<file path="src/wwd_params.svh">
`ifndef WWD_PARAMS_SVH
`define WWD_PARAMS_SVH

// register byte addresses
`define WWD_ADDR_CTRL 32'h40002c00
`define WWD_ADDR_CFG 32'h40002c04
`define WWD_ADDR_STAT 32'h40002c08

// reset values
`define WWD_CNT_RST 7'h7f
`define WWD_WIN_RST 7'h7f
`define WWD_SEL_RST 2'h0

// field positions
`define WWD_ARM_BIT 7
`define WWD_TOP_BIT 6
`define WWD_CNT_MSB 6
`define WWD_EWI_BIT 9
`define WWD_SEL_MSB 8
`define WWD_SEL_LSB 7
`define WWD_FLAG_BIT 0

// counter marks
`define WWD_CNT_WARN 7'h40
`define WWD_CNT_PREWARN 7'h41
`define WWD_CNT_ONE 7'h01

// prescaler: 4096 base, up to 8 extra
`define WWD_PRE_W 15
`define WWD_PRE_BASE_MSB 11
`define WWD_PRE_BASE_END 12'hfff

`endif

</file>
<file path="src/wwd_pkg.sv">
package wwd_pkg;

  // configuration register contents
  typedef struct packed {
    logic ewi_en;
    logic [1:0] div_sel;
    logic [6:0] window;
  } wwd_cfg_t;

  // register access request
  typedef struct packed {
    logic wr;
    logic [31:0] addr;
    logic [15:0] wdata;
  } wwd_req_t;

endpackage

</file>
<file path="src/wwd_top.sv">
`timescale 1ns/100ps
`default_nettype none
`include "wwd_params.svh"

// Summary of operation
// - counter drops by one every 4096 times two-power-select bus clocks.
// - select 00,01,10,11 multiplies the 4096 base by 1,2,4,8.
// - counter runs and wraps whenever not frozen, armed or not.
// - arm bit off after reset, set by writing one, cleared only by reset.
// - armed, counter falling 0x40 to 0x3F requests system reset.
// - armed, writing counter with top bit zero requests system reset.
// - armed, reload while counter above window requests system reset.
// - window value is software held and bounds the reload window.
// - early-warning flag sets as counter reaches 0x40, enable or not.
// - with warning enable, interrupt rises as counter reaches 0x40.
// - warning enable set by writing one; only reset clears it.
// - warning flag cleared by writing zero; writing one does nothing.
// - debug freeze input halts counting while in debug mode.
// - gated clock stops counting; module reset restores all watchdog state, not read data, ack or freeze sync.
module wwd_top
(
  // clock and resets
  input wire logic I_CLK,
  input wire logic I_RSTN,
  input wire logic I_MOD_RSTN,
  // debug freeze from debug module
  input wire logic I_DBG_FREEZE,
  // register port
  input wire logic I_SEL,
  input wire logic I_WR,
  input wire logic [31:0] I_ADDR,
  input wire logic [15:0] I_WDATA,
  output logic [15:0] O_RDATA,
  output logic O_ACK,
  // system outputs
  output logic O_RST_REQ,
  output logic O_IRQ
);

  // ****************************************
  // decode helpers
  // ****************************************
  function automatic logic [2:0] hi_mask(input logic [1:0] s);
    hi_mask = 3'(({1'b0, 3'h1} << s) - 4'h1);
  endfunction

  // ****************************************
  // state
  // ****************************************
  logic [6:0] cnt_reg;
  logic [6:0] cnt_next;
  logic [`WWD_PRE_W-1:0] pre_reg;
  logic [`WWD_PRE_W-1:0] pre_next;
  wwd_pkg::wwd_cfg_t cfg_reg;
  wwd_pkg::wwd_cfg_t cfg_next;
  logic arm_reg;
  logic arm_next;
  logic flag_reg;
  logic flag_next;
  logic rst_reg;
  logic rst_next;
  logic irq_reg;
  logic irq_next;
  logic [15:0] rdata_reg;
  logic [15:0] rdata_next;
  logic ack_reg;
  logic dbg_s1_reg;
  logic dbg_s2_reg;
  logic dbg_s3_reg;
  logic frz_reg;
  logic frz_next;

  // ****************************************
  // register access decode
  // ****************************************
  wwd_pkg::wwd_req_t req;
  wire logic hit_ctrl;
  wire logic hit_cfg;
  wire logic hit_stat;
  wire logic wr_ctrl;
  wire logic wr_cfg;
  wire logic wr_stat;
  wire logic rd_any;

  assign req = '{wr: I_WR, addr: I_ADDR, wdata: I_WDATA};
  assign hit_ctrl = req.addr == `WWD_ADDR_CTRL;
  assign hit_cfg = req.addr == `WWD_ADDR_CFG;
  assign hit_stat = req.addr == `WWD_ADDR_STAT;
  assign wr_ctrl = I_SEL & req.wr & hit_ctrl;
  assign wr_cfg = I_SEL & req.wr & hit_cfg;
  assign wr_stat = I_SEL & req.wr & hit_stat;
  assign rd_any = I_SEL & ~req.wr;

  // ****************************************
  // prescaler and count tick
  // ****************************************
  wire logic [2:0] sel_mask;
  wire logic base_end;
  wire logic tick;

  assign sel_mask = hi_mask(cfg_reg.div_sel);
  assign base_end = pre_reg[`WWD_PRE_BASE_MSB:0] == `WWD_PRE_BASE_END;
  assign tick = ~frz_reg & base_end &
    ((pre_reg[`WWD_PRE_W-1:`WWD_PRE_BASE_MSB+1] & sel_mask) == sel_mask);
  assign pre_next = frz_reg ? pre_reg :
    `WWD_PRE_W'(pre_reg + `WWD_PRE_W'(1));

  // ****************************************
  // counter, arm and reset causes
  // ****************************************
  wire logic fall_cause;
  wire logic soft_cause;
  wire logic win_cause;

  // free running, wraps 0x00 to 0x7f
  assign cnt_next = wr_ctrl ? req.wdata[`WWD_CNT_MSB:0] :
    tick ? 7'(cnt_reg - `WWD_CNT_ONE) : cnt_reg;
  assign arm_next = arm_reg | (wr_ctrl & req.wdata[`WWD_ARM_BIT]);
  assign fall_cause = tick & ~wr_ctrl & (cnt_reg == `WWD_CNT_WARN);
  assign soft_cause = wr_ctrl & ~req.wdata[`WWD_TOP_BIT];
  assign win_cause = wr_ctrl & (cnt_reg > cfg_reg.window);
  // one pulse per request
  assign rst_next = arm_next & (fall_cause | soft_cause | win_cause) &
    ~rst_reg;

  // ****************************************
  // configuration and early warning
  // ****************************************
  wire logic warn_set;
  wire logic warn_clr;

  // one driver for the whole configuration word
  assign cfg_next = '{
    ewi_en: cfg_reg.ewi_en | (wr_cfg & req.wdata[`WWD_EWI_BIT]),
    div_sel: wr_cfg ? req.wdata[`WWD_SEL_MSB:`WWD_SEL_LSB] : cfg_reg.div_sel,
    window: wr_cfg ? req.wdata[`WWD_CNT_MSB:0] : cfg_reg.window
  };
  assign warn_set = tick & ~wr_ctrl & (cnt_reg == `WWD_CNT_PREWARN);
  assign warn_clr = wr_stat & ~req.wdata[`WWD_FLAG_BIT];
  // set wins over clear
  assign flag_next = warn_set | (flag_reg & ~warn_clr);
  assign irq_next = flag_next & cfg_next.ewi_en;

  // ****************************************
  // read data
  // ****************************************
  wire logic [15:0] ctrl_view;
  wire logic [15:0] cfg_view;
  wire logic [15:0] stat_view;

  assign ctrl_view = {8'h00, arm_reg, cnt_reg};
  assign cfg_view = {6'h00, cfg_reg};
  assign stat_view = {15'h0000, flag_reg};
  assign rdata_next = ~rd_any ? rdata_reg :
    hit_ctrl ? ctrl_view :
    hit_cfg ? cfg_view :
    hit_stat ? stat_view : 16'h0000;

  // ****************************************
  // debug freeze input synchroniser
  // ****************************************
  assign frz_next = (dbg_s2_reg == dbg_s3_reg) ? dbg_s3_reg : frz_reg;

  always_ff @(posedge I_CLK or negedge I_RSTN)
  begin
    if (!I_RSTN)
    begin
      dbg_s1_reg <= 1'b0;
      dbg_s2_reg <= 1'b0;
      dbg_s3_reg <= 1'b0;
      frz_reg <= 1'b0;
    end
    else
    begin
      dbg_s1_reg <= I_DBG_FREEZE;
      dbg_s2_reg <= dbg_s1_reg;
      dbg_s3_reg <= dbg_s2_reg;
      frz_reg <= frz_next;
    end
  end

  // ****************************************
  // watchdog state registers
  // ****************************************
  // module clock gating simply stops every edge here
  always_ff @(posedge I_CLK or negedge I_RSTN)
  begin
    if (!I_RSTN)
    begin
      cnt_reg <= `WWD_CNT_RST;
      pre_reg <= '0;
      cfg_reg <= '{1'b0, `WWD_SEL_RST, `WWD_WIN_RST};
      arm_reg <= 1'b0;
      flag_reg <= 1'b0;
      rst_reg <= 1'b0;
      irq_reg <= 1'b0;
    end
    else if (!I_MOD_RSTN)
    begin
      cnt_reg <= `WWD_CNT_RST;
      pre_reg <= '0;
      cfg_reg <= '{1'b0, `WWD_SEL_RST, `WWD_WIN_RST};
      arm_reg <= 1'b0;
      flag_reg <= 1'b0;
      rst_reg <= 1'b0;
      irq_reg <= 1'b0;
    end
    else
    begin
      cnt_reg <= cnt_next;
      pre_reg <= pre_next;
      cfg_reg <= cfg_next;
      arm_reg <= arm_next;
      flag_reg <= flag_next;
      rst_reg <= rst_next;
      irq_reg <= irq_next;
    end
  end

  // ****************************************
  // register port answer
  // ****************************************
  always_ff @(posedge I_CLK or negedge I_RSTN)
  begin
    if (!I_RSTN)
    begin
      rdata_reg <= 16'h0000;
      ack_reg <= 1'b0;
    end
    else
    begin
      rdata_reg <= rdata_next;
      ack_reg <= I_SEL;
    end
  end

  assign O_RDATA = rdata_reg;
  assign O_ACK = ack_reg;
  assign O_RST_REQ = rst_reg;
  assign O_IRQ = irq_reg;
endmodule
`default_nettype wire

</file>
<file path="config.mk">
export PLATFORM = sky130hd
export DESIGN_NAME = wwd_top
export DESIGN_NICKNAME = d
export VERILOG_FILES = /design/src/wwd_pkg.sv /design/src/wwd_top.sv
export VERILOG_INCLUDE_DIRS = /design/src /design/src/src
export SDC_FILE = /design/constraint.sdc
export NUM_CORES = 1
export LEC_CHECK = 0
export BUFFER_PORTS_ARGS = -buffer_cell sky130_fd_sc_hd__buf_4
export CORE_UTILIZATION = 36
export DETAILED_ROUTE_END_ITERATION = 7
export GPL_TIMING_DRIVEN = 0
export HOLD_SLACK_MARGIN = 0.12
export PLACE_DENSITY = 0.59
export SLEW_MARGIN = 10
export SYNTH_ARGS = -nofsm -noshare
export SYNTH_HDL_FRONTEND = slang
export SYNTH_SLANG_ARGS = --single-unit
export TNS_END_PERCENT = 10
</file>
<file path="constraint.sdc">
create_clock -name I_CLK -period 1.9 [get_ports I_CLK]
set_clock_uncertainty 0.2 [all_clocks]
set_input_delay 0 -clock I_CLK [delete_from_list [all_inputs] [get_ports I_CLK]]
set_output_delay 0 -clock I_CLK [all_outputs]
set_load 0.05 [all_outputs]
</file>
==> flow_summary.toml, run 1 <==
[worst_hold_path]
hold-path-endpoint = "cfg_reg[1]"
min_path_cells = 6
worstHoldStart = "I_ADDR[16]"
hold_class = "in -> reg"

[clocking]
cts.sinks = 51
clkLatencyLatePin_ns = 0.30
cts-root-buf = "clkbuf_8"
postCtsHoldBufs = 19
clock_path_buffers = 2
cts_tree = "done"
htreeDepth = 2
numCtsBuffers = 5
clkTransAtPathRegs_ns = 0.10

[floorplan]
ios = 73
die_w_um = 91.22
core_area_mm2 = 0.007727
start_util_pct = 37.08
floorplan.die_area_mm2 = 0.008320
rows = 32
die_y_um = 91.22

[sta]
fin_setup_tns_ns = 0
tightest_slew_ns = 0.7103
max_freq_ghz = 0.5404
finalSetupViolCount = 0
rsz0062_at_grt = "true"
relSlewSlack_pct = 52.65
hold_viol_final = 0
fin_ws_ns = 0.04963
period_share_pct = 97.39
min_period_ns = 1.850
slew_violations = 0

[synth]
synth-seq-cells = 51
yosys.area.top_type_share_pct = 32.31
synth_top_area_cell = "dfrtp_1"
syn_inst = 271
yosysMostFrequentCell = "dfrtp_1"
yosys_warnings = 0
synth_edf_count = 0
synth_cell_types = 50
synth_area_mm2 = 0.002865
synth_commonest_cells = "dfrtp_1, nand2_1, dfstp_2"
syn_avg_cell_area_um2 = 10.57
synth_flop_cell = "dfrtp_1"
synthArstFlopShare_pct = 100.0
ys_top_cells_by_area = "dfrtp_1, dfstp_2, ha_1, mux2i_1, nand2_1"
ys_seq_area_share_pct = 45.15

[worst_setup_path]
cp_slowest_cell = "dfrtp_1"
worstPathRequired_ns = 1.94
crit_type = "reg -> reg"
critPathMaxFanout = 8
r2r-start = "pre_reg[6]"
critical_path.cell_chain = "and4_2, and4_1, buf_6, nand2_8, o31ai_4, a21boi_2"
critPathTopFamily = "simple AND/OR/NAND/NOR gates"
slowest_delay_ns = 0.41
startpoint_type = "flop"
worstPathArrival_ns = 1.89
rrSetupSlack_ns = 0.05
r2r_cells = 6
reg2reg_to = "O_IRQ"
crit_path_end_kind = "flop"
crit_buf_inv = 1

[global_routing]
grt_pass1_wl_um = 10330
grt_pass1_vias = 2094
antenna_found_initial = 0
grt_max_degree = 52
grt_use_total_pct = 15.76
grt_overflow = 0

[drt]
viasPerCell = 4.791
routed_wl_um = 6442
num_vias = 2252
wl_per_cell_um = 13.71
drt_iter0_drc = 137
drc_errors = 0
ant_nets = 0
dr.pass1.iters = 4

[cells_and_area]
n_fill_cell = 733
syn_to_final_growth_pct = 38.21
fin_cells = 470
fin_nets = 432
fin_util_pct = 51.25
largest_reg_flops = 15
drive_gt1_share_pct = 34.24
insertedDiodeCount = 0

[power]
powerDensity_mw_per_mm2 = 574.0
p_total_uw = 2273
p_leak_uw = 0.001815
ir_drop_mv = 0.2879

[placement]
dp_hpwl_um = 4563
dp.cells = 437
post-place-ws_ns = -0.3227
port-buffer-count = 59
gp_routability_congestion = 0.8637

[job]
drv_cap = 0

[status]
status = "complete, no violations"
routing by layer:
metal / GRT usage (%) / up-vias / wire (µm)
met3: 2.764 / 2 / 215
met5: 0 / - / 0
li1: - / 1137 / -
met2: 23.99 / 38 / 2989
met4: 3.968 / 0 / 34
met1: 23.08 / 1075 / 3202
stage by stage:
stage                     hold slack, ns  instance area (µm²)
after floorplan                  -0.4956                 2895
after global placement           -0.1235                 3466
after detailed placement         -0.1190                 3466
after CTS                       -0.02178                 3840
after global routing             0.03374                 3960
final                           0.006289                 3960
logic make-up (layout without fill, tap and decap cells):
family / count (synthesis) / in the layout / share of synthesized area, %
multiplexers: 13 / 13 / 4.585
XOR/XNOR: 19 / 19 / 5.808
adder cells (fa/ha/maj): 12 / 12 / 5.153
buffers and inverters: 25 / 117 / 4.366
other: 1 / 6 / 0.1309
flip-flops: 51 / 51 / 45.15
AO/OA/AOI/OAI: 38 / 38 / 8.429
AND/OR/NAND/NOR: 112 / 112 / 26.38
worst max path at each step:
| stage | cells after the start | slack [ns] | to | from |
|---|---|---|---|---|
| after floorplan | 7 | 0.003 | cnt_reg[1] | pre_reg[0] |
| after global placement | 6 | -0.34 | cnt_reg[1] | I_ADDR[29] |
| after detailed placement | 6 | -0.32 | cnt_reg[3] | I_ADDR[29] |
| after CTS | 7 | -0.03 | O_RST_REQ | cfg_reg[4] |
| after global routing | 7 | -0.07 | O_IRQ | pre_reg[0] |
| final | 6 | 0.05 | O_IRQ | pre_reg[6] |
tightest hold or removal path: stages:
cell	delay, ns
buf_4	0.09
nor4_4	0.04
nand4_4	0.12
nor4_4	0.11
nand2_1	0.07
o211ai_1	0.08
what timing repair did:
action | in CTS | in global routing
endpoints found under the hold margin | 84 | 7
resized for setup | 6 | 15
buffers inserted | 3 | 3
pin swaps | 1 | 7
endpoints found under the setup margin | 9 | 11
placed cells by master (no fill, tap or decap), types with 2 or more instances in the layout:
| master | synthesis | routed |
|---|---|---|
| buf_4 | 6 | 71 |
| and2_1 | 13 | 13 |
| ha_1 | 11 | 7 |
| clkbuf_8 | 0 | 5 |
| mux2i_1 | 12 | 12 |
| nor3_4 | 0 | 2 |
| nand4b_1 | 2 | 2 |
| o211ai_1 | 8 | 8 |
| nor3_1 | 4 | 2 |
| a21oi_1 | 8 | 5 |
| dlygate4sd3_1 | 0 | 19 |
| bufinv_16 | 0 | 2 |
| clkbuf_1 | 5 | 5 |
| nand4_1 | 8 | 8 |
| nor2b_1 | 10 | 10 |
| xnor2_1 | 11 | 11 |
| xor2_1 | 8 | 8 |
| buf_6 | 1 | 2 |
| dfrtp_1 | 37 | 37 |
| or3_1 | 2 | 2 |
| nor4_4 | 5 | 5 |
| nand2b_1 | 5 | 5 |
| nand3_1 | 7 | 7 |
| nor2_1 | 5 | 5 |
| conb_1 | 1 | 6 |
| and3_1 | 2 | 2 |
| o21ai_0 | 13 | 12 |
| dfstp_2 | 14 | 14 |
| ha_4 | 0 | 3 |
| nand2_1 | 32 | 31 |
| a21oi_2 | 0 | 3 |
| and3b_1 | 6 | 5 |
| inv_1 | 11 | 11 |
report_power, final:
part           switching [µW]  total (µW)  internal, µW  leakage [µW]
clock                     372         897           525     0.0000644
sequential               8.83        1110          1100      0.000651
combinational             130         268           138       0.00110
cell type report:
cell class / instances / area [µm²] / share of cell area (%)
clock buffers: 5 / 68.82 / 1.738
flip-flops and latches: 51 / 1294 / 32.67
clock inverters: 3 / 67.56 / 1.706
inverters: 11 / 41.29 / 1.043
well taps: 102 / 127.6 / 3.223
plain buffers: 14 / 90.09 / 2.275
repair buffers: 84 / 678.2 / 17.12
multi-input cells: 200 / 1593 / 40.22
Power figures use the tool's default switching activity.
==> inputs of run 2 (changes only) <==
- CORE_ASPECT_RATIO: unset -> 0.7
- CTS_BUF_LIST: unset -> sky130_fd_sc_hd__clkbuf_4
- PLACE_DENSITY: 0.59 -> 0.57
- clock period: 1.9 -> 1.76 ns (I/O delays scaled with it)
==> run 2 against run 1 <==
Compared with the run above: the flow now finishes with violations (negative hold slack, negative setup slack); routed wire length increased by 6.2%; design area decreased by 0.85%; count of clock-buffer cells in the layout increased by 1; via count increased by 1.1%.
==> flow_summary.toml, run 2 (synthesized netlist as in run 1, its figures left out) <==
[worst_setup_path]
startpoint_type = "flop"
crit_buf_inv = 1
reg2reg_to = "cnt_reg[1]"
critPathMaxFanout = 8
r2r_cells = 7
r2r-start = "pre_reg[0]"
slowest_delay_ns = 0.42
crit_type = "reg -> reg"
critPathTopFamily = "simple AND/OR/NAND/NOR gates"
rrSetupSlack_ns = -0.1
critical_path.cell_chain = "ha_2, and3b_2, and4_1, buf_6, nand2_8, mux2_4, a21oi_2"
worstPathArrival_ns = 1.97
worstPathRequired_ns = 1.87
crit_path_end_kind = "flop"
cp_slowest_cell = "dfrtp_1"

[sta]
hold_viol_final = 19
tightest_slew_ns = 0.7847
whs_ns = -0.4514
max_freq_ghz = 0.5390
period_share_pct = 105.4
finalSetupViolCount = 10
fin_setup_tns_ns = -0.5290
slew_violations = 0
relSlewSlack_pct = 47.29
min_period_ns = 1.855
fin_ws_ns = -0.09545
rsz0062_at_grt = "true"

[cells_and_area]
syn_to_final_growth_pct = 37.03
largest_reg_flops = 15
n_fill_cell = 711
most-common-layout-cells = "buf_4, dfrtp_1, nand2_1, dlygate4sd3_1, dfstp_2"
fin_nets = 441
final_common_cell = "buf_4"
insertedDiodeCount = 0
drive_gt1_share_pct = 35.54
final_area_mm2 = 0.003926
fin_util_pct = 52.47

[clocking]
clkTransAtPathRegs_ns = 0.15
clock_path_buffers = 2
postCtsHoldBufs = 21
cts-root-buf = "clkbuf_4"
numCtsBuffers = 5
clkLatencyLatePin_ns = 0.36
cts_tree = "done"
cts.sinks = 51
htreeDepth = 2

[global_routing]
antenna_found_initial = 0
grt_pass1_wl_um = 11240
use_met1_pct = 28.39
grt_use_total_pct = 17.52
busiest_layer = "met1"
met3_usage_pct = 3.422
grt_pass1_vias = 2224
grt_max_degree = 52
use_met2_pct = 23.54
grt_overflow = 0

[worst_hold_path]
worstHoldStart = "I_SEL"
min_path_cells = 1
hold-path-endpoint = "O_ACK"
hold_class = "in -> reg"

[floorplan]
rows = 26
start_util_pct = 38.29
ios = 73
die_y_um = 76.64
core_area_mm2 = 0.007482
die_w_um = 108.6
floorplan.die_area_mm2 = 0.008325

[placement]
dp_hpwl_um = 5051
placed_area_mm2 = 0.003475
gp_routability_congestion = 0.8777
port-buffer-count = 59

[drt]
ant_nets = 0
routed_wl_um = 6842
num_vias = 2276
dr.pass1.iters = 4
wl_per_cell_um = 14.40
drc_errors = 0
drt_iter0_drc = 75
viasPerCell = 4.792

[job]
drv_cap = 0

[power]
p_leak_uw = 0.001810
powerDensity_mw_per_mm2 = 514.2
ir_drop_mv = 0.2828

[status]
status = "finished, violations left"
violations = "negative hold slack, negative setup slack"
==> run 2: what timing repair did <==
action / 4_1_cts / 5_1_grt
setup endpoints to repair: 16 / 21
endpoints found under the hold margin: 98 / 27
pin swaps: 7 / 7
gates resized for setup: 14 / 9
buffers inserted: 9 / 5
==> run 2: worst max path at each step <==
stage	start	to	slack [ns]	depth (start not counted)
2_1_floorplan	pre_reg[0]	O_IRQ	-0.04	7
3_3_place_gp	cfg_reg[7]	O_IRQ	-0.35	5
3_5_place_dp	I_ADDR[29]	cnt_reg[3]	-0.34	6
4_1_cts	pre_reg[1]	cnt_reg[1]	-0.11	7
5_1_grt	cnt_reg[2]	O_IRQ	-0.17	4
6_report	pre_reg[0]	cnt_reg[1]	-0.1	7
==> run 2: cell type report <==
| type | count | area, µm² | area share (%) |
|---|---|---|---|
| Tap cell | 98 | 122.6 | 3.123 |
| Timing Repair Buffer | 93 | 748.2 | 19.06 |
| Clock inverter | 2 | 8.758 | 0.2231 |
| Buffer | 14 | 91.34 | 2.326 |
| Sequential cell | 51 | 1295 | 32.98 |
| Inverter | 11 | 41.29 | 1.052 |
| Clock buffer | 6 | 45.04 | 1.147 |
| Multi-Input combinational cell | 200 | 1574 | 40.09 |
==> run 2: metal layers <==
layer  part of all wire (%)  wire (µm)
met1                     53       3617
met2                     40       2764
met3                    5.9        403
met4                   0.83         57
met5                      0          0
==> run 2: report_power, final <==
group / switching (µW) / internal (µW) / leakage (µW) / total [µW]
clock network: 368 / 167 / 0.0000331 / 535
registers: 10.9 / 1190 / 0.000650 / 1200
logic: 138 / 147 / 0.00113 / 285
==> run 2: per-stage QoR <==
stage          std cells  total power, µW  worst slack (ns)  hold slack, ns
2_1_floorplan        276             1328          -0.03799         -0.4956
3_3_place_gp         433             1467           -0.3464         -0.1309
3_5_place_dp         433             1469           -0.3412         -0.1280
4_1_cts              471             2038           -0.1062         -0.4580
5_1_grt              475             2106           -0.1677         -0.4627
6_report             475             2019          -0.09545         -0.4514
==> inputs of run 3 (changes only) <==
- CORE_MARGIN: unset -> 5
- GPL_ROUTABILITY_DRIVEN: unset -> 0
- PLACE_DENSITY: 0.57 -> 0.67
==> run 3 against run 2 <==
Compared with the run above: the run still ends with negative hold slack, negative setup slack left; maximum frequency fell by 1.3%; clock power rose by 9.9%; first-iteration DRC count rose by 56%; die area rose by 19%; critical path type unchanged; critical endpoint is now O_RST_REQ; largest cell class unchanged.
==> flow_summary.toml, run 3 (synthesized netlist as in run 1, its figures left out) <==
[clocking]
clkTransAtPathRegs_ns = 0.17
cts-root-buf = "clkbuf_4"
cts.sinks = 51
htreeDepth = 2
clock_path_buffers = 2
clkLatencyLatePin_ns = 0.38
postCtsHoldBufs = 16
numCtsBuffers = 5
cts_tree = "done"

[job]
drv_cap = 0

[drt]
dr.pass1.iters = 4
viasPerCell = 4.890
drt_iter0_drc = 117
wl_per_cell_um = 15.02
num_vias = 2308
ant_nets = 0
routed_wl_um = 7088
drc_errors = 0

[sta]
hold_viol_final = 14
slew_violations = 0
rsz0062_at_grt = "true"
fin_ws_ns = -0.1198
finalSetupViolCount = 12
whs_ns = -0.4743
max_freq_ghz = 0.5320
min_period_ns = 1.880
period_share_pct = 106.8
fin_setup_tns_ns = -0.6933
relSlewSlack_pct = 47.97
tightest_slew_ns = 0.7805

[worst_setup_path]
crit_path_end_kind = "flop"
cp_slowest_cell = "dfstp_2"
r2r_cells = 5
worst-path-stages = 5
crit_buf_inv = 1
reg2reg_to = "O_RST_REQ"
critPathMaxFanout = 2
r2r-start = "cfg_reg[6]"
crit_type = "reg -> reg"
worstPathRequired_ns = 1.86
slowest_delay_ns = 0.57
worstPathArrival_ns = 1.98
rrSetupSlack_ns = -0.12
startpoint_type = "flop"
critPathTopFamily = "flip-flops"
critical_path.cell_chain = "inv_2, ha_4, nand4_1, o221a_2, a31o_2"
startpoint = "cfg_reg[6]"

[cells_and_area]
most-common-layout-cells = "buf_4, dfrtp_1, nand2_1, dlygate4sd3_1, dfstp_2"
final_common_cell = "buf_4"
n_fill_cell = 707
drive_gt1_share_pct = 36.93
regArea_mm2 = 0.001295
insertedDiodeCount = 0
syn_to_final_growth_pct = 37.12
multiInputGateArea_mm2 = 0.001619
largest_reg_flops = 15
fin_nets = 435
fin_util_pct = 50.34

[power]
p_switching_uw = 574.1
p_sw_share_pct = 27.50
intPower_uw = 1514
p_comb_share_pct = 14.4
p_clk_share_pct = 28.2
p_leak_uw = 0.001791
powerDensity_mw_per_mm2 = 531.4
power_frac_seq_pct = 57.4
ir_drop_mv = 0.2985

[floorplan]
ios = 73
core_area_mm2 = 0.007804
start_util_pct = 36.72
die_w_um = 116.6
floorplan.die_area_mm2 = 0.009872
die_y_um = 84.64
rows = 27

[global_routing]
antenna_found_initial = 0
grt_use_total_pct = 14.60
grt_pass1_wl_um = 11450
grt_overflow = 0
grt_max_degree = 52
grt_pass1_vias = 2298
use_met2_pct = 22.12
busiest_layer = "met2"
use_met1_pct = 21.56
met3_usage_pct = 2.233

[worst_hold_path]
hold-path-endpoint = "O_ACK"
worstHoldStart = "I_SEL"
min_path_cells = 1
hold_class = "in -> reg"

[placement]
port-buffer-count = 59
dp_hpwl_um = 5127
post-place-ws_ns = -0.3463

[status]
status = "finished, violations left"
violations = "negative hold slack, negative setup slack"
[run 3: worst max path at each step]
stage	to	slack (ns)
final	O_RST_REQ	-0.12
after global routing	cnt_reg[6]	-0.21
after CTS	O_RST_REQ	-0.11
after global placement	O_IRQ	-0.36
after floorplan	O_IRQ	-0.04
after detailed placement	cnt_reg[5]	-0.35
[run 3: power by group through the flow]
stage	combinational, µW	clock (µW)	sequential, µW
after floorplan	105	0	1220
after global placement	246	0	1220
after detailed placement	251	0	1220
after CTS	290	618	1200
after global routing	326	659	1200
final	300	588	1200
[run 3: metal layers]
metal / vias up / wire length, µm
met2: 64 / 3179
li1: 1141 / -
met3: 5 / 416
met1: 1098 / 3425
met5: - / 0
met4: 0 / 67
[run 3: worst reg2reg max path, stage by stage, from the launching register on]
cell and delay (ns):
dfstp_2 0.57, inv_2 0.05, ha_4 0.26, nand4_1 0.19, o221a_2 0.28, a31o_2 0.24
[run 3: through the flow]
step | instance area, µm² | cells | total power, µW
3_3_place_gp | 3478 | 436 | 1466
2_1_floorplan | 2909 | 276 | 1328
4_1_cts | 3881 | 467 | 2108
3_5_place_dp | 3478 | 436 | 1472
5_1_grt | 3929 | 472 | 2187
6_report | 3929 | 472 | 2088
[run 3: timing repair]
item                       4_1_cts  5_1_grt
setup buffers                    7        5
setup endpoints to repair       15       15
gates cloned                     0        0
hold endpoints to repair        99       31
gates resized for setup         21        2
pin swaps                       14        4
[run 3: cell type report]
type	count	area share [%]
Clock inverter	3	0.6688
Sequential cell	51	32.96
Buffer	14	2.293
Tap cell	101	3.217
Clock buffer	5	0.9554
Inverter	11	1.051
Timing Repair Buffer	87	17.64
Multi-Input combinational cell	200	41.21
